$ cat src/verilog/dialer_pkg.sv
// Constants, register map and types for the telephone dialing sequencer.
// Assumes a 100 MHz system clock; all dial timing derives from a 1 ms timebase tick.
package dialer_pkg;

  // Clock and timebase
  localparam int CLK_HZ = 100_000_000;
  localparam int TICK_US = 1000;
  localparam int TICK_CYCLES = CLK_HZ / 1_000_000 * TICK_US;

  // Dial timing in milliseconds
  localparam logic [10:0] TONE_MIN_MS = 11'd94;
  localparam logic [10:0] TONE_GAP_MS = 11'd94;
  localparam logic [10:0] MUTE_TAIL_MS = 11'd4;
  localparam logic [10:0] PERIOD_10PPS_MS = 11'd100;
  localparam logic [10:0] PERIOD_20PPS_MS = 11'd50;
  localparam logic [10:0] MAKE_10PPS_40_MS = 11'd40;
  localparam logic [10:0] MAKE_10PPS_33_MS = 11'd33;
  localparam logic [10:0] MAKE_20PPS_40_MS = 11'd20;
  localparam logic [10:0] MAKE_20PPS_33_MS = 11'd17;
  localparam logic [12:0] GAP_STEP_X4 = 13'd375;

  // Register indices; byte address is four times the index
  localparam logic [7:0] IDX_DONE_FLAG = 8'hc5;
  localparam logic [7:0] IDX_IRQ_MASK = 8'hd2;
  localparam logic [7:0] IDX_OSC_CTL = 8'hd8;
  localparam logic [7:0] IDX_DIAL_MODE = 8'he0;
  localparam logic [7:0] IDX_PULSE_GAP = 8'he5;
  localparam logic [7:0] IDX_TONE_EN = 8'he6;
  localparam logic [7:0] IDX_DIAL_CODE = 8'he7;
  localparam logic [7:0] IDX_MUTE_ALLOW = 8'he8;
  localparam logic [7:0] IDX_HOOK = 8'he9;
  localparam logic [7:0] IDX_TONE_HOLD = 8'heb;

  // Field positions
  localparam int BIT_METHOD = 3;
  localparam int BIT_MAKE_BREAK = 1;
  localparam int BIT_RATE = 0;
  localparam int BIT_ROW_EN = 1;
  localparam int BIT_COL_EN = 0;
  localparam int BIT_RX_ALLOW = 1;
  localparam int BIT_TX_ALLOW = 0;
  localparam int BIT_TONE_HOLD = 3;

  // Reset values
  localparam logic [3:0] RST_PULSE_GAP = 4'h8;
  localparam logic [3:0] RST_DIAL_CODE = 4'h0;

  // Tone output levels, 8-bit sample around mid-supply
  localparam logic [7:0] TONE_MID = 8'h80;
  localparam logic [7:0] TONE_SWING = 8'h30;

  // Half periods of the tone square waves in system clock cycles
  localparam logic [16:0] ROW_HALF [4] = '{17'd71736, 17'd64935, 17'd58685, 17'd53135};
  localparam logic [16:0] COL_HALF [4] = '{17'd41356, 17'd37425, 17'd33852, 17'd30618};

  localparam logic [1:0] HTRANS_NONSEQ = 2'b10;
  localparam logic [2:0] HSIZE_WORD = 3'b010;

  typedef enum logic [2:0] {
    ST_IDLE = 3'b000,
    ST_TONE = 3'b001,
    ST_TGAP = 3'b011,
    ST_TAIL = 3'b010,
    ST_PMAKE = 3'b110,
    ST_PBREAK = 3'b111,
    ST_PGAP = 3'b101
  } dial_state_t;

  typedef struct packed {
    logic dial_method_sel;
    logic make_break_sel;
    logic pulse_rate_sel;
    logic [3:0] pulse_gap_select;
    logic row_tone_en;
    logic col_tone_en;
    logic [3:0] dial_code;
    logic rx_mute_allow;
    logic tx_mute_allow;
    logic hook_off_ctl;
    logic tone_hold_ctl;
    logic fast_osc_on;
    logic dial_irq_mask;
    logic dial_done_flag;
  } ctl_regs_t;

endpackage : dialer_pkg

$ cat src/verilog/telephone_dialer.sv
// Telephone dialing sequencer: DTMF tone and loop-disconnect pulse dialing with mutes.
// Assumes a single-master AHB-Lite bus on mclk; line pins are synchronous to mclk.
//
// Contract
// RULE_01: A tone cycle is tone-on then silent gap, then the dialing interrupt.
// RULE_02: The tone inter-digit gap is always 94 ms.
// RULE_03: With tone hold clear, the tone lasts exactly 94 ms.
// RULE_04: With tone hold set, tone runs until cleared, never under 94 ms.
// RULE_05: Reset clears tone hold.
// RULE_06: Software enables the fast oscillator and waits 5 ms before tone dialing.
// RULE_07: Configure first; writing the dial code starts a dialing cycle.
// RULE_08: Dual tone picks row and column from the code map.
// RULE_09: Column enable alone gives only the mapped column tone.
// RULE_10: Row enable alone gives only the mapped row tone.
// RULE_11: Tone output carries the tone; transmit mute low through tone and gap.
// RULE_12: Driven mutes stay low about 4 ms after the gap ends.
// RULE_13: Software selects pulse method before writing the code.
// RULE_14: Make/break bit: 1 gives 33.3:66.6, 0 gives 40:60; reset 40:60.
// RULE_15: Rate bit: 1 gives 20 pps, 0 gives 10 pps; reset 10 pps.
// RULE_16: A pulse cycle is pulse train then selected gap, then the interrupt.
// RULE_17: Gap code 1..F selects 94..1406 ms; code 0 must not be written.
// RULE_18: Pulse code N gives exactly N pulses; code 0 must not be written.
// RULE_19: Each pulse is make first, break second.
// RULE_20: Both mutes low during the pulse train and the pulse gap.
// RULE_21: Cycle end sets the done flag; reading clears it; no start while set.
// RULE_22: Hook bit drives the pulse pin high off-hook; reset on-hook.
// RULE_23: Row and column enables gate their tones; both clear gives mid level.
// RULE_24: Clearing a mute permission forces that mute low; reset sets both.
// RULE_25: All millisecond intervals count ticks of the low-speed timebase.
`timescale 1ns/100ps
`default_nettype none

module telephone_dialer
  import dialer_pkg::*;
#(
  parameter int TICK_CYCLES_P = TICK_CYCLES
) (
  input wire logic mclk,            // System clock, 100 MHz
  input wire logic rst_n,           // Asynchronous reset, active low
  input wire logic hsel,            // AHB slave select
  input wire logic [31:0] haddr,    // AHB address
  input wire logic [1:0] htrans,    // AHB transfer type
  input wire logic hwrite,          // AHB write
  input wire logic [2:0] hsize,     // AHB size
  input wire logic [31:0] hwdata,   // AHB write data
  input wire logic hready,          // AHB bus ready
  output logic hreadyout,           // AHB slave ready
  output logic hresp,               // AHB response, always OKAY
  output logic [31:0] hrdata,       // AHB read data
  output logic [7:0] tone_out,      // Tone sample, mid level when silent
  output logic pulse_dial_out,      // Loop pin, high off-hook
  output logic rx_mute_n,           // Receive mute, active low
  output logic tx_mute_n,           // Transmit mute, active low
  output logic fast_oscillator_en,  // Request for the tone oscillator
  output logic dial_irq             // Dialing interrupt request
);

  // Timebase divider is 17 bits wide
  if (TICK_CYCLES_P < 2 || TICK_CYCLES_P > 131071) begin : g_tick_range
    $error("TICK_CYCLES_P out of range");
  end

  typedef struct packed {
    ctl_regs_t r;
    dial_state_t st;
    logic [16:0] div;
    logic [10:0] ms;
    logic [3:0] pulses_left;
    logic [10:0] gap_ms;
    logic wr_pend;
    logic [7:0] wr_idx;
    logic [31:0] rdata;
    logic [16:0] row_cnt;
    logic [16:0] col_cnt;
    logic row_ph;
    logic col_ph;
    logic [7:0] tone;
    logic pdo;
    logic rx_n;
    logic tx_n;
    logic irq;
    logic tail_rx;
  } state_t;

  state_t q, d;

  function automatic logic [1:0] row_of(input logic [3:0] code);
    logic [1:0] r;
    r = 2'd0;
    unique case (code)
      4'h0, 4'h1, 4'h2, 4'h3: r = 2'd0;
      4'h4, 4'h5, 4'h6, 4'hd: r = 2'd1;
      4'h7, 4'h8, 4'h9, 4'hf: r = 2'd2;
      4'ha, 4'hb, 4'hc, 4'he: r = 2'd3;
    endcase
    return r;
  endfunction : row_of

  function automatic logic [1:0] col_of(input logic [3:0] code);
    logic [1:0] c;
    c = 2'd0;
    unique case (code)
      4'h1, 4'h4, 4'h7, 4'hc: c = 2'd0;
      4'h2, 4'h5, 4'h8, 4'ha: c = 2'd1;
      4'h3, 4'h6, 4'h9, 4'hb: c = 2'd2;
      4'h0, 4'hd, 4'he, 4'hf: c = 2'd3;
    endcase
    return c;
  endfunction : col_of

  // Gap code times 93.75 ms, rounded, matches the printed 94..1406 ms steps
  function automatic logic [10:0] gap_ms_of(input logic [3:0] code);
    logic [12:0] x4;
    x4 = 13'(code) * GAP_STEP_X4 + 13'd2;
    return x4[12:2];
  endfunction : gap_ms_of

  function automatic logic [10:0] make_ms_of(input logic rate, input logic mb);
    logic [10:0] m;
    m = MAKE_10PPS_40_MS;
    unique case ({rate, mb})
      2'b00: m = MAKE_10PPS_40_MS;
      2'b01: m = MAKE_10PPS_33_MS;
      2'b10: m = MAKE_20PPS_40_MS;
      2'b11: m = MAKE_20PPS_33_MS;
    endcase
    return m;
  endfunction : make_ms_of

  logic addr_ok;
  logic [7:0] a_idx;
  logic tick;
  logic start;
  logic cycle_end;
  logic rd_clear;
  logic [10:0] make_ms;
  logic [10:0] period_ms;
  logic tone_active;
  logic pulse_mute;
  logic tx_mute_act;
  logic rx_mute_act;
  logic [1:0] row_sel;
  logic [1:0] col_sel;
  logic [7:0] tone_sum;

  always_comb begin
    d = q;
    addr_ok = hsel && hready && htrans == HTRANS_NONSEQ && hsize == HSIZE_WORD;
    a_idx = haddr[9:2];
    start = 1'b0;
    cycle_end = 1'b0;
    rd_clear = 1'b0;
    tick = q.div == 17'(TICK_CYCLES_P - 1);
    make_ms = make_ms_of(q.r.pulse_rate_sel, q.r.make_break_sel); // [RULE_14] [RULE_15]
    period_ms = q.r.pulse_rate_sel ? PERIOD_20PPS_MS : PERIOD_10PPS_MS; // [RULE_15]

    // Free-running timebase; rearmed at each start so intervals are whole ticks
    d.div = tick ? 17'd0 : q.div + 17'd1; // [RULE_25]
    if (tick) begin
      d.ms = q.ms + 11'd1; // [RULE_25]
    end

    // Data phase of a write
    d.wr_pend = 1'b0;
    if (q.wr_pend) begin
      unique case (q.wr_idx)
        IDX_IRQ_MASK: d.r.dial_irq_mask = hwdata[0];
        IDX_OSC_CTL: d.r.fast_osc_on = hwdata[0];
        IDX_DIAL_MODE: begin
          d.r.dial_method_sel = hwdata[BIT_METHOD];
          d.r.make_break_sel = hwdata[BIT_MAKE_BREAK];
          d.r.pulse_rate_sel = hwdata[BIT_RATE];
        end
        IDX_PULSE_GAP: d.r.pulse_gap_select = hwdata[3:0]; // [RULE_17]
        IDX_TONE_EN: begin
          d.r.row_tone_en = hwdata[BIT_ROW_EN];
          d.r.col_tone_en = hwdata[BIT_COL_EN];
        end
        IDX_DIAL_CODE: begin
          d.r.dial_code = hwdata[3:0];
          // Refused while busy or while the done flag is unread
          start = !q.r.dial_done_flag && (q.st == ST_IDLE || q.st == ST_TAIL); // [RULE_07] [RULE_21]
        end
        IDX_MUTE_ALLOW: begin
          d.r.rx_mute_allow = hwdata[BIT_RX_ALLOW];
          d.r.tx_mute_allow = hwdata[BIT_TX_ALLOW];
        end
        IDX_HOOK: d.r.hook_off_ctl = hwdata[0];
        IDX_TONE_HOLD: d.r.tone_hold_ctl = hwdata[BIT_TONE_HOLD];
        default: ;
      endcase
    end

    // Address phase: latch writes, prepare read data for the data phase
    d.rdata = 32'h0000_0000;
    if (addr_ok && hwrite) begin
      d.wr_pend = 1'b1;
      d.wr_idx = a_idx;
    end else if (addr_ok) begin
      unique case (a_idx)
        IDX_DONE_FLAG: begin
          d.rdata[0] = q.r.dial_done_flag;
          rd_clear = 1'b1; // [RULE_21]
        end
        IDX_IRQ_MASK: d.rdata[0] = q.r.dial_irq_mask;
        IDX_OSC_CTL: d.rdata[0] = q.r.fast_osc_on;
        IDX_DIAL_MODE: begin
          d.rdata[BIT_METHOD] = q.r.dial_method_sel;
          d.rdata[BIT_MAKE_BREAK] = q.r.make_break_sel;
          d.rdata[BIT_RATE] = q.r.pulse_rate_sel;
        end
        IDX_PULSE_GAP: d.rdata[3:0] = q.r.pulse_gap_select;
        IDX_TONE_EN: begin
          d.rdata[BIT_ROW_EN] = q.r.row_tone_en;
          d.rdata[BIT_COL_EN] = q.r.col_tone_en;
        end
        IDX_DIAL_CODE: d.rdata[3:0] = q.r.dial_code;
        IDX_MUTE_ALLOW: begin
          d.rdata[BIT_RX_ALLOW] = q.r.rx_mute_allow;
          d.rdata[BIT_TX_ALLOW] = q.r.tx_mute_allow;
        end
        IDX_HOOK: d.rdata[0] = q.r.hook_off_ctl;
        IDX_TONE_HOLD: d.rdata[BIT_TONE_HOLD] = q.r.tone_hold_ctl;
        default: d.rdata = 32'h0000_0000;
      endcase
    end

    // Dialing sequencer
    unique case (q.st)
      ST_IDLE: ;
      ST_TONE: begin
        // Hold can only lengthen the tone past the minimum
        if (q.ms >= TONE_MIN_MS && !q.r.tone_hold_ctl) begin // [RULE_03] [RULE_04]
          d.st = ST_TGAP;
          d.ms = 11'd0;
        end
      end
      ST_TGAP: begin
        if (q.ms >= TONE_GAP_MS) begin // [RULE_02]
          cycle_end = 1'b1; // [RULE_01]
          d.st = ST_TAIL;
          d.ms = 11'd0;
        end
      end
      ST_PMAKE: begin
        if (q.ms >= make_ms) begin // [RULE_19]
          d.st = ST_PBREAK;
          d.ms = 11'd0;
        end
      end
      ST_PBREAK: begin
        if (q.ms >= period_ms - make_ms) begin
          d.ms = 11'd0;
          d.pulses_left = q.pulses_left - 4'd1;
          d.st = (q.pulses_left == 4'd1) ? ST_PGAP : ST_PMAKE; // [RULE_18]
        end
      end
      ST_PGAP: begin
        if (q.ms >= q.gap_ms) begin // [RULE_17]
          cycle_end = 1'b1; // [RULE_16]
          d.st = ST_TAIL;
          d.ms = 11'd0;
        end
      end
      ST_TAIL: begin
        if (q.ms >= MUTE_TAIL_MS) begin // [RULE_12]
          d.st = ST_IDLE;
        end
      end
      default: d.st = ST_IDLE;
    endcase

    if (start) begin
      d.ms = 11'd0;
      d.div = 17'd0;
      d.pulses_left = hwdata[3:0];
      d.gap_ms = gap_ms_of(q.r.pulse_gap_select);
      d.st = q.r.dial_method_sel ? ST_PMAKE : ST_TONE;
      d.tail_rx = q.r.dial_method_sel;
    end

    // Set beats a clear in the same cycle
    d.r.dial_done_flag = cycle_end || (q.r.dial_done_flag && !rd_clear); // [RULE_21]

    // Tone generation
    tone_active = q.st == ST_TONE && q.r.fast_osc_on;
    row_sel = row_of(q.r.dial_code); // [RULE_08]
    col_sel = col_of(q.r.dial_code); // [RULE_08]
    if (!tone_active) begin
      d.row_cnt = 17'd0;
      d.col_cnt = 17'd0;
      d.row_ph = 1'b0;
      d.col_ph = 1'b0;
    end else begin
      d.row_cnt = q.row_cnt + 17'd1;
      d.col_cnt = q.col_cnt + 17'd1;
      if (q.row_cnt >= ROW_HALF[row_sel] - 17'd1) begin
        d.row_cnt = 17'd0;
        d.row_ph = !q.row_ph;
      end
      if (q.col_cnt >= COL_HALF[col_sel] - 17'd1) begin
        d.col_cnt = 17'd0;
        d.col_ph = !q.col_ph;
      end
    end
    tone_sum = TONE_MID - (q.r.row_tone_en ? TONE_SWING : 8'h00)
             - (q.r.col_tone_en ? TONE_SWING : 8'h00);
    if (q.r.row_tone_en && q.row_ph) begin
      tone_sum = tone_sum + 8'(TONE_SWING * 2); // [RULE_10] [RULE_23]
    end
    if (q.r.col_tone_en && q.col_ph) begin
      tone_sum = tone_sum + 8'(TONE_SWING * 2); // [RULE_09] [RULE_23]
    end
    d.tone = tone_active ? tone_sum : TONE_MID; // [RULE_11] [RULE_23]

    // Line and mute pins
    pulse_mute = q.st == ST_PMAKE || q.st == ST_PBREAK || q.st == ST_PGAP;
    tx_mute_act = pulse_mute || q.st == ST_TONE || q.st == ST_TGAP
                || q.st == ST_TAIL; // [RULE_11] [RULE_12] [RULE_20]
    // Tail keeps whichever mutes the finished cycle had driven
    rx_mute_act = pulse_mute || (q.st == ST_TAIL && q.tail_rx); // [RULE_12] [RULE_20]
    // A cleared permission pulls the pin low whatever the sequencer does
    d.tx_n = q.r.tx_mute_allow && !tx_mute_act; // [RULE_24]
    d.rx_n = q.r.rx_mute_allow && !rx_mute_act; // [RULE_24]
    d.pdo = q.r.hook_off_ctl && q.st != ST_PBREAK; // [RULE_22] [RULE_19]
    d.irq = q.r.dial_done_flag && q.r.dial_irq_mask;
  end

  // Reset leaves the line on-hook, mutes released and the tone pin at rest
  always_ff @(posedge mclk or negedge rst_n) begin
    if (!rst_n) begin
      q.r.dial_method_sel <= 1'b0;
      q.r.make_break_sel <= 1'b0; // [RULE_14]
      q.r.pulse_rate_sel <= 1'b0; // [RULE_15]
      q.r.pulse_gap_select <= RST_PULSE_GAP;
      q.r.row_tone_en <= 1'b1;
      q.r.col_tone_en <= 1'b1;
      q.r.dial_code <= RST_DIAL_CODE;
      q.r.rx_mute_allow <= 1'b1; // [RULE_24]
      q.r.tx_mute_allow <= 1'b1; // [RULE_24]
      q.r.hook_off_ctl <= 1'b0; // [RULE_22]
      q.r.tone_hold_ctl <= 1'b0; // [RULE_05]
      q.r.fast_osc_on <= 1'b0;
      q.r.dial_irq_mask <= 1'b0;
      q.r.dial_done_flag <= 1'b0;
      q.st <= ST_IDLE;
      q.div <= 17'd0;
      q.ms <= 11'd0;
      q.pulses_left <= 4'd0;
      q.gap_ms <= 11'd0;
      q.wr_pend <= 1'b0;
      q.wr_idx <= 8'h00;
      q.rdata <= 32'h0000_0000;
      q.row_cnt <= 17'd0;
      q.col_cnt <= 17'd0;
      q.row_ph <= 1'b0;
      q.col_ph <= 1'b0;
      q.tone <= TONE_MID;
      q.pdo <= 1'b0;
      q.rx_n <= 1'b1;
      q.tx_n <= 1'b1;
      q.irq <= 1'b0;
      q.tail_rx <= 1'b0;
    end else begin
      q <= d;
    end
  end

  // No wait states: every register answers in its data phase
  assign hreadyout = 1'b1;
  assign hresp = 1'b0;
  assign hrdata = q.rdata;
  assign tone_out = q.tone;
  assign pulse_dial_out = q.pdo;
  assign rx_mute_n = q.rx_n;
  assign tx_mute_n = q.tx_n;
  assign fast_oscillator_en = q.r.fast_osc_on;
  assign dial_irq = q.irq;

endmodule : telephone_dialer

`default_nettype wire

$ cat config.mk
export PLATFORM = sky130hd
export DESIGN_NAME = telephone_dialer
export DESIGN_NICKNAME = d
export VERILOG_FILES = /design/src/verilog/dialer_pkg.sv /design/src/verilog/telephone_dialer.sv
export SDC_FILE = /design/constraint.sdc
export NUM_CORES = 1
export LEC_CHECK = 0
export BUFFER_PORTS_ARGS = -buffer_cell sky130_fd_sc_hd__buf_2
export CAP_MARGIN = 25
export CORE_MARGIN = 2
export CORE_UTILIZATION = 45
export DETAILED_ROUTE_END_ITERATION = 16
export PLACE_DENSITY = 0.72
export SLEW_MARGIN = 0
export SYNTH_ARGS = -nofsm -noshare
export SYNTH_HDL_FRONTEND = slang
export SYNTH_SLANG_ARGS = --single-unit
$ cat constraint.sdc
create_clock -name mclk -period 4.33 [get_ports mclk]
set_input_delay 0 -clock mclk [delete_from_list [all_inputs] [get_ports mclk]]
set_output_delay 0 -clock mclk [all_outputs]
set_load 0.01 [all_outputs]
==> flow_summary.ini <==
[floorplan]
die_h_um = 142.7
ios = 121
fp.dieArea_mm2 = 0.02037
die_x_um = 142.7
core_mm2 = 0.01877
start_util = 0.4615
fp-row-count = 50

[placed_design]
placed_cells = 1184
placed_cell_area_mm2 = 0.008885
routabilityCongestion = 0.8274
port_buffers = 34
dp_hpwl_um = 12880

[layout]
area_delta_synth_final_pct = 11.18
nNetsFinal = 1171
drive_gt1_frac = 0.1103
nFillCells = 1698
instances_no_fill = 1231
n_antenna_cell = 0
fin_area_mm2 = 0.009629

[clock_network]
max-clock-path-buffers = 2
clock_sinks = 124
cts_root_buf = clkbuf_16
cts_tree = yes
clk_pin_slew_ns = 0.06
htree_levels = 4
cts_buffers = 17
clkLatencyLatePin_ns = 0.42

[power_and_ir_drop]
peakVddDrop_uv = 239.4
p_leak_nw = 4.665
power.density_mw_per_mm2 = 286.8

[grt]
grt_max_degree = 47
grt_pass1_vias = 6270
gr-total-overflow = 0
antenna_found_initial = 0
grt_pass1_wl_um = 29790
grt_use_total = 0.1820

[timing]
setup_viol = 0
max_slew.worst_pin.slew_ns = 0.8241
rsz0062_at_grt = false
slew_headroom = 0.4506
fin_tns_setup_ns = 0
period_needed_ns = 3.932
fin_worst_skew_ns = 0.007137
period_share = 0.9080
fmax_ghz = 0.2543
drv_slew = 0
final_hold_viol_count = 0

[routing]
viasPerCell = 5.220
drc = 0
wirelength_um = 17310
ant_nets = 0
vias = 6426
first_pass_iters = 5
drtIter0Drc = 331
wl_per_cell_um = 14.06

[synth]
yosysWarnings = 0
async_reset_ff_frac = 1.000
synthTopCellsByArea = dfrtp_1 34%, ha_1 16%, xor2_1 4.7%
syn_area_mm2 = 0.008661
ys_types = 64
synth_edf_count = 0
synth-seq-cells = 124
post_synth.cell_area_avg_um2 = 9.233
synth_cells = 938
synth_top_area_share = 0.3352
synth_top_area_cell = dfrtp_1
synth_ff_type = dfrtp_1
ys_seq_area_frac = 0.3594

[worst_setup_path]
cp.arrival_ns = 4.28
worstPathRequired_ns = 4.68
cp_cell_sequence = inv_1, ha_1, mux2_2, o21ai_0, inv_1, ha_1, inv_1, ha_1, o211ai_1, ha_1, a21o_1, a21o_1, a21oi_1, nor2_1, a311oi_1, a21oi_1, buf_4, nor2_1
critPathCaptureType = flip-flop
crit_path_top_delay_cell = dfrtp_1
critPathMostFrequentCell = ha_1
start_kind = flip-flop
worstPathMaxFanout = 17
max_stage_delay_ns = 0.43
reg2reg_slack_ns = 0.40
path_class = reg -> reg

[run_status]
status = finished clean

[worst_hold_path]
hold_class = in -> reg

[flow_run]
cap_viol_max_count = 0
==> placed cells by master (no fill, tap or decap), drive strengths merged, types with 24 or more instances in the layout <==
master  netlist  routed
nand4        24      24
o21ai        45      45
xnor2        28      28
ha          109     109
xor2         46      46
inv          56      58
nor3         24      24
nor2         89      89
dfrtp       116     116
a21oi        27      27
conb          2      36
nand3        32      32
nand2       101     101
buf          48      42
==> what timing repair did <==
item | CTS | global route
setup endpoints to repair | 0 | 0
resized for setup | 0 | 0
hold buffers | 15 | 0
setup buffers | 0 | 0
endpoints found under the hold margin | 72 | 0
==> path summary, 6_finish.rpt <==
check	from	endpoint	depth (start not counted)
max	q[143]	q[27]	18
min	htrans[0]	q[88]	5
max reg2reg	q[143]	q[27]	18
min reg2reg	q[0]	q[0]	2
max in group asynchronous	rst_n	tone_out[7]	3
min in group asynchronous	rst_n	q[126]	2
==> metrics by stage <==
| step | utilization | total power, W | setup WS [ns] | hold WS (ns) |
|---|---|---|---|---|
| floorplan | - | 0.001319 | 0.7243 | -0.2956 |
| detailed placement | 0.4734 | 0.001361 | 0.3844 | 0.04089 |
| CTS | 0.5131 | 0.002788 | 0.3810 | 0.09657 |
| global route | 0.5131 | 0.002874 | 0.03670 | 0.1372 |
| finish | 0.5131 | 0.002762 | 0.3983 | 0.1035 |
| global placement | 0.4734 | 0.001357 | 0.5093 | 0.03840 |
==> Yosys cell counts (all sizes together), types with 13 or more instances <==
| master | n |
|---|---|
| nand4 | 24 |
| a31oi | 13 |
| buf | 48 |
| mux2 | 18 |
| clkbuf | 16 |
| nand3 | 32 |
| nor3 | 24 |
| a21oi | 27 |
| and3 | 19 |
| nand2 | 101 |
| xnor2 | 28 |
| o21ai | 45 |
| ha | 109 |
| inv | 56 |
| dfrtp | 116 |
| nor2b | 14 |
| nor2 | 89 |
| xor2 | 46 |
==> registers in the layout, summed over array words and instances, names as in the netlist <==
| register | flops |
|---|---|
| q | 111 |
| hrdata | 4 |
| tone_out | 4 |
| dial_irq | 1 |
| fast_oscillator_en | 1 |
| pulse_dial_out | 1 |
| rx_mute_n | 1 |
| tx_mute_n | 1 |
==> layer usage <==
layer / GRT usage / part of all wire / up-vias
met5: 0 / 0 / -
met1: 0.2513 / 0.48 / 3035
met2: 0.2852 / 0.47 / 106
met3: 0.03957 / 0.037 / 22
met4: 0.05941 / 0.017 / 0
li1: - / - / 3263
==> critical path, delay by kind of cell (launching register included) <==
family	cells	cell delay (ns)
buffers and inverters	4	0.63
multiplexers	1	0.25
AND/OR/NAND/NOR	2	0.17
adder cells (fa/ha/maj)	4	1.05
AO/OA/AOI/OAI	7	1.31
flip-flops	1	0.43
==> cell type report <==
type,instances,area (um^2),share of cell area
multi-input cells,727,5032,0.5226
flip-flops and latches,124,3113,0.3233
clock buffers,19,452.9,0.04704
repair buffers,57,382.9,0.03976
well taps,234,292.8,0.03041
inverters,57,214.0,0.02222
clock inverters,13,141.4,0.01468
==> power by group <==
group | internal [W] | leakage (nW) | switching, W
sequential | 0.00117 | 1.63 | 0.0000125
clock | 0.000878 | 0.286 | 0.000533
combinational | 0.0000617 | 2.75 | 0.000106
total | 0.00211 | 4.67 | 0.000651
==> kinds of logic after synthesis <==
family / after synthesis / synth area share
AO/OA/AOI/OAI: 135 / 0.1001
adder cells (fa/ha/maj): 113 / 0.1667
multiplexers: 24 / 0.03034
AND/OR/NAND/NOR: 345 / 0.1934
flip-flops: 124 / 0.3594
XOR/XNOR: 74 / 0.07483
buffers and inverters: 121 / 0.07425
other: 2 / 0.0008671
(Power assumes the default switching activity.)
